$ cat src/rtl/rpsq_pkg.sv
// Package for the radio power and reset sequencer.
// Assumes a single 100 MHz clock; the ms timing counts derive from it, POR_HOLD_CYCLES is a plain cycle count.
package rpsq_pkg;
   localparam int unsigned CLK_HZ = 100000000;
   localparam int unsigned CLK_PERIOD_NS = 10;
   // Power-on reset hold, upper bound, in ms
   localparam int unsigned POR_MAX_MS = 110;
   // Cold-start discharge spacing the host must keep, in ms
   localparam int unsigned DISCHARGE_MS = 10;
   // Bus-access wait the host must keep, in ms
   localparam int unsigned BUS_WAIT_MS = 150;
   // Longest time rounds down
   localparam int unsigned POR_CYCLES = (POR_MAX_MS * (CLK_HZ / 1000));
   // Least times round up (exact here)
   localparam int unsigned DISCHARGE_CYCLES =
      (DISCHARGE_MS * (CLK_HZ / 1000));
   localparam int unsigned BUS_WAIT_CYCLES = (BUS_WAIT_MS * (CLK_HZ / 1000));
   // Power-on hold actually used; far inside POR_CYCLES
   localparam int unsigned POR_HOLD_CYCLES = 100;
   localparam int CNT_W = 25;
   localparam logic [CNT_W-1:0] CNT_RESET = 25'h0;

   typedef enum logic [1:0] {
      RPSQ_POR = 2'b00,
      RPSQ_OFF = 2'b01,
      RPSQ_ON = 2'b10
   } rpsq_state_e;

   function automatic logic [CNT_W-1:0] rpsq_dec(
      input logic [CNT_W-1:0] v);
      rpsq_dec = (v == CNT_RESET) ? CNT_RESET : v - 25'h1;
   endfunction : rpsq_dec
endpackage : rpsq_pkg

$ cat src/rtl/rpsq_tmr_if.sv
// Interface between sequencer and its down-counter.
// Assumes one clock domain.
interface rpsq_tmr_if;
   import rpsq_pkg::*;
   logic load;
   logic [CNT_W-1:0] value;
   logic done;
   modport ctrl (output load, output value, input done);
   modport tmr (input load, input value, output done);
endinterface : rpsq_tmr_if

$ cat src/rtl/rpsq_timer.sv
// Loadable down-counter; done is high while the count stands at zero.
// Assumes a synchronous load from the sequencer.
module rpsq_timer (
   input wire logic clk_in,
   input wire logic resetn_in,
   rpsq_tmr_if.tmr t
);
   import rpsq_pkg::*;
   logic [CNT_W-1:0] cnt_q;
   logic [CNT_W-1:0] cnt_d;

   always_comb begin
      cnt_d = t.load ? t.value : rpsq_dec(cnt_q);
   end

   always_ff @(posedge clk_in or negedge resetn_in) begin
      if (!resetn_in) begin
         cnt_q <= CNT_RESET;
      end else begin
         cnt_q <= cnt_d;
      end
   end

   assign t.done = (cnt_q == CNT_RESET);
endmodule : rpsq_timer

$ cat src/rtl/rpsq_top.sv
// Radio power and reset sequencer: regulator enable and section resets.
// Assumes power request inputs synchronous to clk_in; resetn_in stands
// for the supplies crossing the power-on threshold.
//
// Contract
// - Regulators are on while either power request is high, off when both low or while power-on reset holds.
// - The WLAN section is in reset while its power request is low.
// - With WLAN requested and the radio not, the radio stays in reset.
// - Power-on reset holds the device no longer than 110 ms.
module rpsq_top (
   input wire logic clk_in,
   input wire logic resetn_in,
   input wire logic wlan_power_request_in,
   input wire logic short_range_radio_power_request_in,
   output logic regulator_enable_out,
   output logic wlan_resetn_out,
   output logic radio_resetn_out,
   output logic por_active_out,
   output logic discharge_busy_out,
   output logic bus_ready_out,
   output rpsq_pkg::rpsq_state_e state_out
);
   import rpsq_pkg::*;

   rpsq_tmr_if tif ();
   rpsq_timer u_timer (
      .clk_in(clk_in),
      .resetn_in(resetn_in),
      .t(tif.tmr)
   );

   rpsq_state_e state_q;
   rpsq_state_e state_d;
   logic reg_en_q;
   logic reg_en_d;
   logic wl_rstn_q;
   logic wl_rstn_d;
   logic rad_rstn_q;
   logic rad_rstn_d;
   logic dis_q;
   logic dis_d;
   logic rdy_q;
   logic rdy_d;
   logic [CNT_W-1:0] bus_cnt_q;
   logic [CNT_W-1:0] bus_cnt_d;
   logic any_req;
   logic first_q;
   logic first_d;

   // One decode of the powered state, shared by the regulator enable and both section resets
   function automatic logic rpsq_is_on(input rpsq_state_e s);
      rpsq_is_on = (s == RPSQ_ON);
   endfunction : rpsq_is_on

   assign any_req = wlan_power_request_in |
      short_range_radio_power_request_in;

   always_comb begin
      state_d = state_q;
      tif.load = 1'b0;
      tif.value = CNT_RESET;
      dis_d = dis_q;
      case (state_q)
         RPSQ_POR: begin
            // Internal reset released well inside its bound
            if (tif.done) begin
               state_d = any_req ? RPSQ_ON : RPSQ_OFF;
            end
         end
         RPSQ_ON: begin
            if (!any_req) begin
               // Track discharge window only as a status; host keeps it
               state_d = RPSQ_OFF;
               tif.load = 1'b1;
               tif.value = CNT_W'(DISCHARGE_CYCLES);
               dis_d = 1'b1;
            end
         end
         RPSQ_OFF: begin
            if (tif.done) begin
               dis_d = 1'b0;
            end
            if (any_req) begin
               // Early toggle is not blocked: in-rush is the host's risk
               state_d = RPSQ_ON;
               dis_d = 1'b0;
            end
         end
         default: begin
            state_d = RPSQ_POR;
         end
      endcase

      // Power-on hold: first cycle after reset arms the shared timer
      // Overrides any request seen while the supplies settle
      if (first_q) begin
         state_d = RPSQ_POR;
         dis_d = 1'b0;
         tif.load = 1'b1;
         tif.value = CNT_W'(POR_HOLD_CYCLES);
      end
   end

   always_comb begin
      reg_en_d = rpsq_is_on(state_d);
      wl_rstn_d = rpsq_is_on(state_d) & wlan_power_request_in;
      rad_rstn_d = rpsq_is_on(state_d) &
         short_range_radio_power_request_in;
   end

   always_comb begin
      bus_cnt_d = rpsq_dec(bus_cnt_q);
      rdy_d = rdy_q | (bus_cnt_q == CNT_RESET);
   end

   // First-cycle flag clears once and never sets again
   always_comb begin
      first_d = 1'b0;
   end

   always_ff @(posedge clk_in or negedge resetn_in) begin
      if (!resetn_in) begin
         first_q <= 1'b1;
      end else begin
         first_q <= first_d;
      end
   end

   // Sequencer state and discharge status
   always_ff @(posedge clk_in or negedge resetn_in) begin
      if (!resetn_in) begin
         state_q <= RPSQ_POR;
         dis_q <= 1'b0;
      end else begin
         state_q <= state_d;
         dis_q <= dis_d;
      end
   end

   // Regulator and section resets; registered so they never glitch
   always_ff @(posedge clk_in or negedge resetn_in) begin
      if (!resetn_in) begin
         reg_en_q <= 1'b0;
         wl_rstn_q <= 1'b0;
         rad_rstn_q <= 1'b0;
      end else begin
         reg_en_q <= reg_en_d;
         wl_rstn_q <= wl_rstn_d;
         rad_rstn_q <= rad_rstn_d;
      end
   end

   // Bus-access wait; status only, the host keeps the spacing
   always_ff @(posedge clk_in or negedge resetn_in) begin
      if (!resetn_in) begin
         rdy_q <= 1'b0;
         bus_cnt_q <= CNT_W'(BUS_WAIT_CYCLES);
      end else begin
         rdy_q <= rdy_d;
         bus_cnt_q <= bus_cnt_d;
      end
   end

   assign regulator_enable_out = reg_en_q;
   assign wlan_resetn_out = wl_rstn_q;
   assign radio_resetn_out = rad_rstn_q;
   assign por_active_out = (state_q == RPSQ_POR);
   assign discharge_busy_out = dis_q;
   assign bus_ready_out = rdy_q;
   assign state_out = state_q;
endmodule : rpsq_top

$ cat config.mk
export PLATFORM = sky130hd
export DESIGN_NAME = rpsq_top
export DESIGN_NICKNAME = d
export VERILOG_FILES = /design/src/rtl/rpsq_pkg.sv /design/src/rtl/rpsq_tmr_if.sv /design/src/rtl/rpsq_timer.sv /design/src/rtl/rpsq_top.sv
export SDC_FILE = /design/constraint.sdc
export NUM_CORES = 1
export LEC_CHECK = 0
export ABC_AREA = 1
export BUFFER_PORTS_ARGS = -buffer_cell sky130_fd_sc_hd__buf_2
export CAP_MARGIN = 20
export CORE_MARGIN = 2
export CORE_UTILIZATION = 45
export DETAILED_ROUTE_END_ITERATION = 12
export PLACE_DENSITY = 0.6
export SKIP_LAST_GASP = 1
export SLEW_MARGIN = 10
export SYNTH_ARGS = -nofsm -noshare
export SYNTH_HDL_FRONTEND = slang
export SYNTH_SLANG_ARGS = --single-unit
$ cat constraint.sdc
create_clock -name clk_in -period 1.6 [get_ports clk_in]
set_input_delay 0.32 -clock clk_in [delete_from_list [all_inputs] [get_ports clk_in]]
set_output_delay 0.32 -clock clk_in [all_outputs]
set_load 0.01 [all_outputs]
[Word level (Yosys, flattened, before mapping)]
Index checks and enable logic that the tools add are counted.
Storage, ports and cells
  output and inout bits: 8
  flip-flop bits (word level): 58
  bits of input ports: 4
  logic and storage cells: 45
Cells by class
  equality and inequality tests: 5
  reduce and logical (&&, ||, !) cells: 5
  add/sub/neg operators: 2
  multiplexer cells: 20
  bitwise logic cells: 4
Operator list (number)
  25-bit two-way mux: 4
  25-bit logical NOT: 2
  25-bit by 1-bit subtractor with 25-bit output, second input constant: 2
  20-bit two-way mux: 2
  2-bit two-way mux: 5
  1-bit two-way mux: 7
  2-bit case mux with 3 select lines: 1
  2-bit == test, second input constant: 2
  4-bit != test, second input constant: 1
  3-bit != test, second input constant: 1
  3-bit AND reduction: 1
  3-bit nonzero test: 1
  1-bit bitwise AND: 2
  2-bit by 1-bit == test with 1-bit output, second input constant: 1
  2-bit logical NOT: 1
  1-bit bitwise OR: 2
  1-bit case mux with 2 select lines: 1

[Depth between registers and ports, before layout]
Gate-level depths: netlist of run 1.
  depth in word-level cells: 7
  gate-level depth with buffers: 11
  depth with buffers taken out: 11

[Modules after synthesis]
A second synthesis of run 1 with hierarchy kept.
Unflattened totals
  cells, all modules: 490
  area total of the unflattened synthesis: 3548.4 um2
By module, submodules not included
  rpsq_top: instances 1, cells an instance 250, area each 1868.0 um2
  rpsq_timer: instances 1, cells an instance 240, area each 1680.4 um2

[Worst setup path after synthesis of run 1]
Ideal clock, no wire load.
  path kind: reg-to-reg
  start: register u_timer.cnt_q[0]
  end: register u_timer.cnt_q[24]
  data arrival time: 1299 ps
  stages on the path, launching flop included: 8
  data required time: 1479 ps
  path slack: 180 ps
  path through: dfrtp_1 -> inv_1 -> ha_1 -> nand2_2 -> nor2_8 -> nand3_1 -> nor3b_1 -> nor2_1
Between the ends
  word-level cells in the longest chain between the ends: 3
  elaborated cells on any way between the ends: 4
  those cells by class: add/sub: 1; mux: 2; reduce/logical: 1
Ends and longest elaborated chain
  start: declaration: RTL line rpsq_timer.sv:9  | logic [CNT_W-1:0] cnt_q;
  start signal: assignment: RTL line rpsq_timer.sv:20  | cnt_q <= cnt_d;
  25-bit by 1-bit subtractor with 25-bit output or 25-bit logical NOT (tied branches): RTL line rpsq_pkg.sv:31  | rpsq_dec = (v == CNT_RESET) ? CNT_RESET : v - 25'h1;
  25-bit two-way mux (*): RTL line rpsq_pkg.sv:31
  25-bit two-way mux (*): RTL line rpsq_timer.sv:13  | cnt_d = t.load ? t.value : rpsq_dec(cnt_q);
  net u_timer.cnt_d[24]: RTL line rpsq_timer.sv:10  | logic [CNT_W-1:0] cnt_d;
Mark *: on every way through the listed nets, which the timed path passes. The rest lies on a longest branch.
A chain may end at the register's enable or synchronous reset.

[Final worst setup path of run 1]
  start: register u_timer.cnt_q[0]
  end: register u_timer.cnt_q[13]
Same word-level chain as after synthesis.

==> out/qor.json, run 1 <==
{
  "result_of_the_run": "completed",
  "netSwitchingPower_uw": 782,
  "slew_viol_final": 0,
  "clock_latency_ns": 0.34,
  "netlist_instances": 426,
  "finalHoldViolCount": 0,
  "globalRouteOverflowTotal": 0,
  "die_w_um": 90.2,
  "drt_iter0_markers": 120,
  "fin_crit_ns": 1.53,
  "clock-skew-final_ns": 0.00806,
  "grt_busiest_layer": "met2",
  "end_kind": "flip-flop",
  "grt_pass1_wl_um": 11900,
  "yosysSeqAreaShare_pct": 43.8,
  "hold-path-cell-count": 3,
  "via_count": 2678,
  "dominantRegCellSynth": "dfrtp_1",
  "core_region_area_um2": 7210,
  "ff2ff_path_depth": 10,
  "grt_pass1_vias": 2603,
  "gr-usage-all-layers_pct": 18.2,
  "post-dp-hpwl_um": 5030,
  "crit_fanout": 7,
  "gpl.final_weighted_congestion": 0.837,
  "drive_above_1_share_pct": 21.2,
  "required_ns": 1.83,
  "tritoncts": "built",
  "worstPathArrival_ns": 1.76,
  "placed_cells": 545,
  "power_frac_comb_pct": 6.8,
  "cts_buffer_depth": 2,
  "design.final.nets": 470,
  "synthesis.yosys.warnings": 0,
  "hold_class": "in2reg",
  "root_buffer": "clkbuf_8",
  "cts_inserted_buffers": 9,
  "total_leakage_power_uw": 0.00221,
  "grt_setup_unrepaired": "yes",
  "antenna_violating_nets_post_route": 0,
  "chipHeight_um": 90.2,
  "number_of_rows_created_at_floorplan": 31,
  "yosys-top-cells-count": "nor2_1, nand2_1, dfrtp_1",
  "remaining_drc_errors": 0,
  "routedWlPerCell_um": 12.2,
  "synth-edff-count": 0,
  "drt-total-wl_um": 6900,
  "grtUsageMet3_pct": 4.78,
  "synth.net_count": 434,
  "clk_pin_slew_worst_paths_ns": 0.07,
  "setup.worst_path.start_class": "flip-flop",
  "groute.layer.met2.usage_pct": 30.4,
  "synth_largest_type_area_fraction_pct": 35.2,
  "timing.fmax_ghz": 0.654,
  "seq_power_share_pct": 46.4,
  "mean_area_per_synthesized_cell_um2": 7.85,
  "ys_seq_elements": 58,
  "reg2reg_setup_slack_ns": 0.07,
  "ys_async_sr_fraction_pct": 100,
  "area_delta_synth_final_pct": 15.9,
  "floorplan.initialDensity_pct": 46.3,
  "die_area_um2": 8140,
  "htreeDepth": 3,
  "design.portCount": 12,
  "port_buffers": 11,
  "yosys.cell_count.top_type": "nor2_1",
  "met1_usage_pct": 23.1,
  "power_density_nw_per_um2": 845,
  "finalSetupViolCount": 0,
  "vias_per_cell": 4.73,
  "antennaDiodeCount": 0,
  "clock-sinks": 58,
  "switching_share_pct": 23.9,
  "antenna_found_initial": 0,
  "tns_ns": 0,
  "synth.cell_area_um2": 3340,
  "synth_top_cells_by_area": "dfrtp_1, nor2_1, nand2_1, dfstp_2, inv_1",
  "power.share.clock_pct": 46.8,
  "min_period_over_period_pct": 95.5,
  "pre_repair_dr_iteration_count": 4,
  "layout.cells.non_filler": 566,
  "post-synth-top-area-cell": "dfrtp_1",
  "timing.setup.critical_path_class": "reg2reg",
  "ir_drop_uv": 662,
  "grt_start_max_net_pins": 32,
  "cell_internal_pwr_uw": 2490,
  "synth.lib_cells_used.distinct": 30,
  "fillerInstances": 692,
  "max-cap-violations": 0
}
## registers in the layout (all words and copies together) (netlist names)
register and count:
regulator_enable_out 1, u_timer.cnt_q 25, state_out 2, bus_ready_out 1, first_q 1, discharge_busy_out 1, wlan_resetn_out 1, bus_cnt_q 25
radio_resetn_out 1
## through the flow
step	instance area (µm²)	power (µW)	hold WS (ns)	setup slack (ns)	utilization, %
floorplan	3340	1670	0.0244	0.180	-
detailed placement	3600	1750	0.265	0.0227	49.9
global placement	3600	1750	0.261	0.100	49.9
global route	3870	3400	0.252	-0.0494	53.7
finish	3870	3270	0.246	0.0720	53.7
CTS	3830	3300	0.215	0.0120	53.1
## routing by layer
layer / part of all wire, % / wire length, µm
met3: 3.5 / 239
met5: 0 / 0
met4: 1.1 / 77
met1: 48 / 3300
met2: 48 / 3280
## cells in the final DEF (no fill, tap or decap), types with 8 or more instances in the layout
master,count
nor2_1,96
nand2_1,90
dfrtp_1,47
inv_1,45
nand3_1,22
xor2_1,18
nor2_2,14
buf_4,12
dfstp_2,11
buf_2,11
nor2_4,10
nand4_1,10
clkbuf_8,10
nand2_2,8
nor3_1,8
xnor2_1,8
## area by class of cell
type                       instances  area [µm²]  area share (%)
clock buffer                      11         141            3.65
clock inverter                     5        77.6            2.00
inverter                          49         191            4.94
multi-input combinational        318        1690            43.6
sequential                        58        1470            37.8
tap                               99         124            3.20
timing repair buffer              26         186            4.81
## timing repair
action / 4_1_cts / 5_1_grt
setup buffers: 0 / 4
hold buffers: 1 / 0
setup endpoints to repair: 1 / 20
resized for setup: 1 / 6
endpoints found under the hold margin: 10 / 0
pin swaps: 0 / 1
## critical path: stages, from the launching register on
cell	delay (ns)
dfrtp_1	0.39
inv_2	0.08
ha_1	0.14
inv_1	0.03
nor2_1	0.09
nand2_1	0.07
nor2_2	0.15
nand3_2	0.11
nand2_4	0.14
buf_4	0.17
nor3_1	0.05
## kinds of logic after synthesis
group	synth area share [%]
adder cells (fa/ha/maj)	1.50
flip-flops	43.8
buffers and inverters	5.91
XOR/XNOR	6.81
AO/OA/AOI/OAI	2.40
other	0.112
AND/OR/NAND/NOR	39.4
## worst paths after layout
path | end | startpoint
max in group asynchronous | first_q | resetn_in
max | u_timer.cnt_q[13] | u_timer.cnt_q[0]
min | radio_resetn_out | short_range_radio_power_request_in
min in group asynchronous | bus_cnt_q[24] | resetn_in
min reg2reg | bus_ready_out | bus_ready_out
max reg2reg | u_timer.cnt_q[13] | u_timer.cnt_q[0]
## power groups by stage
| stage | combinational [µW] | sequential (µW) | clock [µW] |
|---|---|---|---|
| final | 223 | 1520 | 1530 |
| after global routing | 253 | 1520 | 1630 |
| after CTS | 211 | 1520 | 1570 |
| after detailed placement | 208 | 1550 | 0 |
| after global placement | 206 | 1540 | 0 |
| after floorplan | 132 | 1540 | 0 |
No activity file was read; power rests on OpenSTA's default activity.
==> run 2, diff against run 1 <==
Settings changed: CELL_PAD_IN_SITES_DETAIL_PLACEMENT from default to 1, CELL_PAD_IN_SITES_GLOBAL_PLACEMENT from default to 1, PLACE_DENSITY 0.6 to 0.76.
==> out/qor.json, run 2 (synthesis gave the netlist of run 1 again) <==
{
  "required": {"value": 1.81, "unit": "ns", "change": "was 1.83 ns"},
  "antenna_violating_nets_post_route": {"value": 0, "change": "unchanged"},
  "clock-skew-final": {"value": 0.00845, "unit": "ns", "change": "was 0.00806 ns"},
  "finalSetupViolCount": {"value": 0, "change": "unchanged"},
  "number_of_rows_created_at_floorplan": {"value": 31, "change": "unchanged"},
  "layout_commonest_cell": {"value": "nor2_1", "change": "unchanged"},
  "setup.worst_path.start_class": {"value": "flip-flop", "change": "unchanged"},
  "power_density": {"value": 826, "unit": "nW/µm²", "change": "was 845 nW/µm²"},
  "design.final.nets": {"value": 475, "change": "was 470"},
  "floorplan.initialDensity": {"value": 46.3, "unit": "%", "change": "unchanged"},
  "tritoncts": {"value": "built", "change": "unchanged"},
  "r2r-end": {"value": "u_timer.cnt_q[18]", "change": "was u_timer.cnt_q[13]"},
  "chipHeight": {"value": 90.2, "unit": "µm", "change": "unchanged"},
  "drive_above_1_share": {"value": 22.9, "unit": "%", "change": "was 21.2%"},
  "ff2ff_path_depth": {"value": 9, "change": "was 10"},
  "crit_fanout": {"value": 9, "change": "was 7"},
  "fin_crit": {"value": 1.55, "unit": "ns", "change": "was 1.53 ns"},
  "via_count": {"value": 2848, "change": "was 2,678"},
  "clock-sinks": {"value": 58, "change": "unchanged"},
  "antenna_found_initial": {"value": 0, "change": "unchanged"},
  "clk_pin_slew_worst_paths": {"value": 0.07, "unit": "ns", "change": "about the same"},
  "vias_per_cell": {"value": 4.99, "change": "was 4.73"},
  "grt_setup_unrepaired": {"value": "yes", "change": "unchanged"},
  "post-dp-hpwl": {"value": 6010, "unit": "µm", "change": "was 5030 µm"},
  "clock_latency": {"value": 0.33, "unit": "ns", "change": "was 0.34 ns"},
  "hp-start": {"value": "short_range_radio_power_request_in", "change": "unchanged"},
  "slew_viol_final": {"value": 0, "change": "unchanged"},
  "grt_start_max_net_pins": {"value": 59, "change": "was 32"},
  "rr_startpoint": {"value": "u_timer.cnt_q[0]", "change": "unchanged"},
  "utilization": {"value": 54.4, "unit": "%", "change": "was 53.7%"},
  "cts_buffer_depth": {"value": 2, "change": "unchanged"},
  "layout.cells.most_common_list": {"value": "nor2_1, nand2_1, dfrtp_1", "change": "unchanged"},
  "worstPathArrival": {"value": 1.75, "unit": "ns", "change": "was 1.76 ns"},
  "timing.fmax": {"value": 0.647, "unit": "GHz", "change": "was 0.654 GHz"},
  "die_w": {"value": 90.2, "unit": "µm", "change": "unchanged"},
  "remaining_drc_errors": {"value": 0, "change": "unchanged"},
  "htreeDepth": {"value": 3, "change": "unchanged"},
  "result_of_the_run": {"value": "completed", "change": "unchanged"},
  "grt_pass1_wl": {"value": 14400, "unit": "µm", "change": "was 11,900 µm"},
  "end_kind": {"value": "flip-flop", "change": "unchanged"},
  "max-cap-violations": {"value": 0, "change": "unchanged"},
  "routedWlPerCell": {"value": 15.1, "unit": "µm", "change": "was 12.2 µm"},
  "port_buffers": {"value": 11, "change": "unchanged"},
  "ir_drop": {"value": 483, "unit": "µV", "change": "was 662 µV"},
  "total_leakage_power": {"value": 0.00224, "unit": "µW", "change": "was 0.00221 µW"},
  "fillerInstances": {"value": 942, "change": "was 692"},
  "cts_inserted_buffers": {"value": 9, "change": "unchanged"},
  "gpl.final_weighted_congestion": {"value": 0.798, "change": "was 0.837"},
  "hold-path-endpoint": {"value": "radio_resetn_out", "change": "unchanged"},
  "gr-usage-all-layers": {"value": 22.1, "unit": "%", "change": "was 18.2%"},
  "crit_start": {"value": "u_timer.cnt_q[0]", "change": "unchanged"},
  "drt_iter0_markers": {"value": 108, "change": "was 120"},
  "reg2reg_setup_slack": {"value": 0.05, "unit": "ns", "change": "was 0.07 ns"},
  "area_delta_synth_final": {"value": 17.4, "unit": "%", "change": "was 15.9%"},
  "globalRouteOverflowTotal": {"value": 0, "change": "unchanged"},
  "root_buffer": {"value": "clkbuf_8", "change": "unchanged"},
  "drt-total-wl": {"value": 8600, "unit": "µm", "change": "was 6900 µm"},
  "hold-path-cell-count": {"value": 3, "change": "unchanged"},
  "core_region_area": {"value": 7210, "unit": "µm²", "change": "unchanged"},
  "antennaDiodeCount": {"value": 0, "change": "unchanged"},
  "design.portCount": {"value": 12, "change": "unchanged"},
  "pre_repair_dr_iteration_count": {"value": 4, "change": "unchanged"},
  "hold_class": {"value": "in2reg", "change": "unchanged"},
  "finalHoldViolCount": {"value": 0, "change": "unchanged"},
  "min_period_over_period": {"value": 96.6, "unit": "%", "change": "was 95.5%"},
  "fin_hold_ws": {"value": 0.257, "unit": "ns", "change": "was 0.246 ns"},
  "grt_pass1_vias": {"value": 3055, "change": "was 2,603"},
  "timing.setup.critical_path_class": {"value": "reg2reg", "change": "unchanged"},
  "die_area": {"value": 8140, "unit": "µm²", "change": "unchanged"}
}
==> run 2: how the worst max path moves through the flow <==
| stage | depth (start not counted) | end | slack, ns |
|---|---|---|---|
| after floorplan | 7 | u_timer.cnt_q[24] | 0.18 |
| after global placement | 11 | u_timer.cnt_q[19] | 0.1 |
| after detailed placement | 11 | u_timer.cnt_q[18] | 0.002 |
| after CTS | 9 | u_timer.cnt_q[18] | 0.008 |
| after global routing | 8 | u_timer.cnt_q[21] | -0.05 |
| final | 9 | u_timer.cnt_q[18] | 0.05 |
==> run 2: cell type report <==
cell class                      count  area [µm²]  share of cell area (%)
Timing Repair Buffer               31         224                    5.71
Clock buffer                       11         141                    3.60
Inverter                           49         189                    4.82
Tap cell                           99         124                    3.16
Clock inverter                      5        77.6                    1.98
Multi-Input combinational cell    318        1700                    43.4
Sequential cell                    58        1470                    37.3
==> run 2: metal layers <==
metal	vias up	GRT usage (%)	share of wire [%]
met5	-	0	0
met4	0	7.31	1.0
met3	10	3.60	2.8
met2	36	36.4	49
met1	1407	30.0	47
li1	1395	-	-
==> run 2: critical path: stages (launching register included) <==
cell,delay [ns]
dfrtp_1,0.41
inv_2,0.09
ha_2,0.21
nand2_2,0.11
nor2_8,0.17
nand2_4,0.09
nor2_1,0.12
nand2_1,0.08
nand3_1,0.10
nand2_1,0.05
==> run 2: repair_timing <==
item,in CTS,in global routing
gates cloned,0,0
hold endpoints to repair,21,0
hold buffers,1,0
pin swaps,0,4
buffers inserted,1,8
gates resized for setup,0,11
setup endpoints to repair,4,31
==> run 2: through the flow <==
stage	power, µW	std cells	setup slack (ns)	instance area, µm²	setup TNS, ns
after floorplan	1670	426	0.180	3340	0
after global placement	1740	545	0.0986	3600	0
after detailed placement	1750	545	0.00203	3600	0
after CTS	3280	563	0.00786	3830	0
after global routing	3370	571	-0.0496	3920	-0.201
final	3240	571	0.0539	3920	0
==> run 2: report_power, final <==
group	internal, µW	leakage [µW]	switching [µW]
combinational	73.1	0.00138	143
clock	915	0.000109	590
sequential	1490	0.000750	28.1
==> run 3, diff against run 2 <==
Settings changed: CTS_BUF_LIST from default to sky130_fd_sc_hd__clkbuf_8.
==> out/qor.json, run 3 (synthesis gave the netlist of run 1 again) <==
{
  "grt_start_max_net_pins": {"value": 59, "change": "unchanged"},
  "globalRouteOverflowTotal": {"value": 0, "change": "unchanged"},
  "end_kind": {"value": "flip-flop", "change": "unchanged"},
  "ff2ff_path_depth": {"value": 9, "change": "unchanged"},
  "slew_viol_final": {"value": 0, "change": "unchanged"},
  "ir_drop": {"value": 484, "unit": "µV", "change": "was 483 µV"},
  "tns": {"value": 0, "unit": "ns", "change": "unchanged"},
  "design.portCount": {"value": 12, "change": "unchanged"},
  "antenna_found_initial": {"value": 0, "change": "unchanged"},
  "placed_cells": {"value": 545, "change": "unchanged"},
  "power_density": {"value": 826, "unit": "nW/µm²", "change": "about the same"},
  "clock-skew-final": {"value": 0.0115, "unit": "ns", "change": "was 0.00845 ns"},
  "gpl.final_weighted_congestion": {"value": 0.798, "change": "unchanged"},
  "cts_inserted_buffers": {"value": 9, "change": "unchanged"},
  "root_buffer": {"value": "clkbuf_8", "change": "unchanged"},
  "reg2reg_setup_slack": {"value": 0.05, "unit": "ns", "change": "about the same"},
  "crit_fanout": {"value": 9, "change": "unchanged"},
  "number_of_rows_created_at_floorplan": {"value": 31, "change": "unchanged"},
  "timing.fmax": {"value": 0.647, "unit": "GHz", "change": "about the same"},
  "vias_per_cell": {"value": 4.98, "change": "was 4.99"},
  "setup.worst_path.end": {"value": "u_timer.cnt_q[18]", "change": "unchanged"},
  "post-dp-hpwl": {"value": 6010, "unit": "µm", "change": "unchanged"},
  "r2r-end": {"value": "u_timer.cnt_q[18]", "change": "unchanged"},
  "timing.setup.critical_path_class": {"value": "reg2reg", "change": "unchanged"},
  "layout_commonest_cell": {"value": "nor2_1", "change": "unchanged"},
  "min_period_over_period": {"value": 96.6, "unit": "%", "change": "about the same"},
  "clock_latency": {"value": 0.33, "unit": "ns", "change": "about the same"},
  "floorplan.initialDensity": {"value": 46.3, "unit": "%", "change": "unchanged"},
  "grt_pass1_wl": {"value": 14400, "unit": "µm", "change": "about the same"},
  "port_buffers": {"value": 11, "change": "unchanged"},
  "design.final.nets": {"value": 475, "change": "unchanged"},
  "clock-sinks": {"value": 58, "change": "unchanged"},
  "max-cap-violations": {"value": 0, "change": "unchanged"},
  "grt_setup_unrepaired": {"value": "yes", "change": "unchanged"},
  "chipHeight": {"value": 90.2, "unit": "µm", "change": "unchanged"},
  "htreeDepth": {"value": 3, "change": "unchanged"},
  "layout.cells.non_filler": {"value": 571, "change": "unchanged"},
  "rr_startpoint": {"value": "u_timer.cnt_q[0]", "change": "unchanged"},
  "worstPathArrival": {"value": 1.75, "unit": "ns", "change": "about the same"},
  "core_region_area": {"value": 7210, "unit": "µm²", "change": "unchanged"},
  "antenna_violating_nets_post_route": {"value": 0, "change": "unchanged"},
  "drt_iter0_markers": {"value": 108, "change": "unchanged"},
  "drive_above_1_share": {"value": 22.9, "unit": "%", "change": "unchanged"},
  "fin_crit": {"value": 1.55, "unit": "ns", "change": "about the same"},
  "tritoncts": {"value": "built", "change": "unchanged"},
  "via_count": {"value": 2845, "change": "was 2,848"},
  "setup.worst_path.start_class": {"value": "flip-flop", "change": "unchanged"},
  "pre_repair_dr_iteration_count": {"value": 4, "change": "unchanged"},
  "drt-total-wl": {"value": 8580, "unit": "µm", "change": "was 8600 µm"},
  "total_leakage_power": {"value": 0.00225, "unit": "µW", "change": "was 0.00224 µW"},
  "crit_start": {"value": "u_timer.cnt_q[0]", "change": "unchanged"},
  "area_delta_synth_final": {"value": 17.4, "unit": "%", "change": "unchanged"},
  "hold_class": {"value": "in2reg", "change": "unchanged"},
  "required": {"value": 1.81, "unit": "ns", "change": "about the same"},
  "layout.cells.most_common_list": {"value": "nor2_1, nand2_1, dfrtp_1", "change": "unchanged"},
  "routedWlPerCell": {"value": 15.0, "unit": "µm", "change": "was 15.1 µm"},
  "finalHoldViolCount": {"value": 0, "change": "unchanged"},
  "cts_buffer_depth": {"value": 2, "change": "unchanged"},
  "die_area": {"value": 8140, "unit": "µm²", "change": "unchanged"},
  "result_of_the_run": {"value": "completed", "change": "unchanged"},
  "clk_pin_slew_worst_paths": {"value": 0.07, "unit": "ns", "change": "about the same"},
  "antennaDiodeCount": {"value": 0, "change": "unchanged"},
  "die_w": {"value": 90.2, "unit": "µm", "change": "unchanged"},
  "gr-usage-all-layers": {"value": 22.1, "unit": "%", "change": "about the same"},
  "grt_pass1_vias": {"value": 3050, "change": "was 3,055"},
  "finalSetupViolCount": {"value": 0, "change": "unchanged"},
  "fillerInstances": {"value": 942, "change": "unchanged"},
  "utilization": {"value": 54.4, "unit": "%", "change": "unchanged"},
  "remaining_drc_errors": {"value": 0, "change": "unchanged"}
}
[run 3: layout make-up]
type / instances / area [µm²] / share of cell area, %
flip-flops and latches: 58 / 1470 / 37.3
multi-input cells: 318 / 1700 / 43.4
clock inverters: 6 / 81.3 / 2.07
well taps: 99 / 124 / 3.16
inverters: 49 / 189 / 4.82
clock buffers: 10 / 138 / 3.51
repair buffers: 31 / 224 / 5.71
[run 3: worst min path at each step]
stage | start | to | slack [ns] | cells past startpoint
5_1_grt | short_range_radio_power_request_in | radio_resetn_out | 0.25 | 3
6_report | short_range_radio_power_request_in | radio_resetn_out | 0.26 | 3
3_3_place_gp | resetn_in | u_timer.cnt_q[20] | 0.35 | 2
4_1_cts | short_range_radio_power_request_in | radio_resetn_out | 0.24 | 3
2_1_floorplan | resetn_in | bus_cnt_q[0] | 0.02 | 0
3_5_place_dp | resetn_in | u_timer.cnt_q[18] | 0.35 | 2
[run 3: metal layers]
metal	global-route usage, %	wire length (µm)	vias up
met5	0	0	-
met4	7.31	92	0
met3	3.60	200	8
met2	36.4	4230	30
met1	29.9	4060	1411
li1	-	-	1396
[run 3: report_power, final]
group / internal (µW) / total, µW / leakage [µW] / switching, µW
clock: 909 / 1510 / 0.000113 / 597
sequential: 1490 / 1520 / 0.000750 / 28.0
combinational: 73.1 / 215 / 0.00138 / 142
[run 3: critical path: stages, from the launching register on]
cell	delay (ns)
dfrtp_1	0.41
inv_2	0.09
ha_2	0.21
nand2_2	0.11
nor2_8	0.17
nand2_4	0.09
nor2_1	0.12
nand2_1	0.08
nand3_1	0.10
nand2_1	0.05
[run 3: stage by stage]
stage	power (µW)	setup WS (ns)	hold slack, ns	instance area, µm²
after global placement	1740	0.0986	0.349	3600
after global routing	3360	-0.0496	0.249	3920
after CTS	3270	0.00786	0.240	3830
after detailed placement	1750	0.00203	0.354	3600
final	3240	0.0540	0.257	3920
after floorplan	1670	0.180	0.0244	3340
[run 3: repair_timing]
action | in CTS | in global routing
pin swaps | 0 | 4
hold endpoints to repair | 21 | 0
cloned | 0 | 0
setup endpoints to repair | 4 | 31
resized for setup | 0 | 11
setup buffers | 1 | 8
hold buffers | 1 | 0
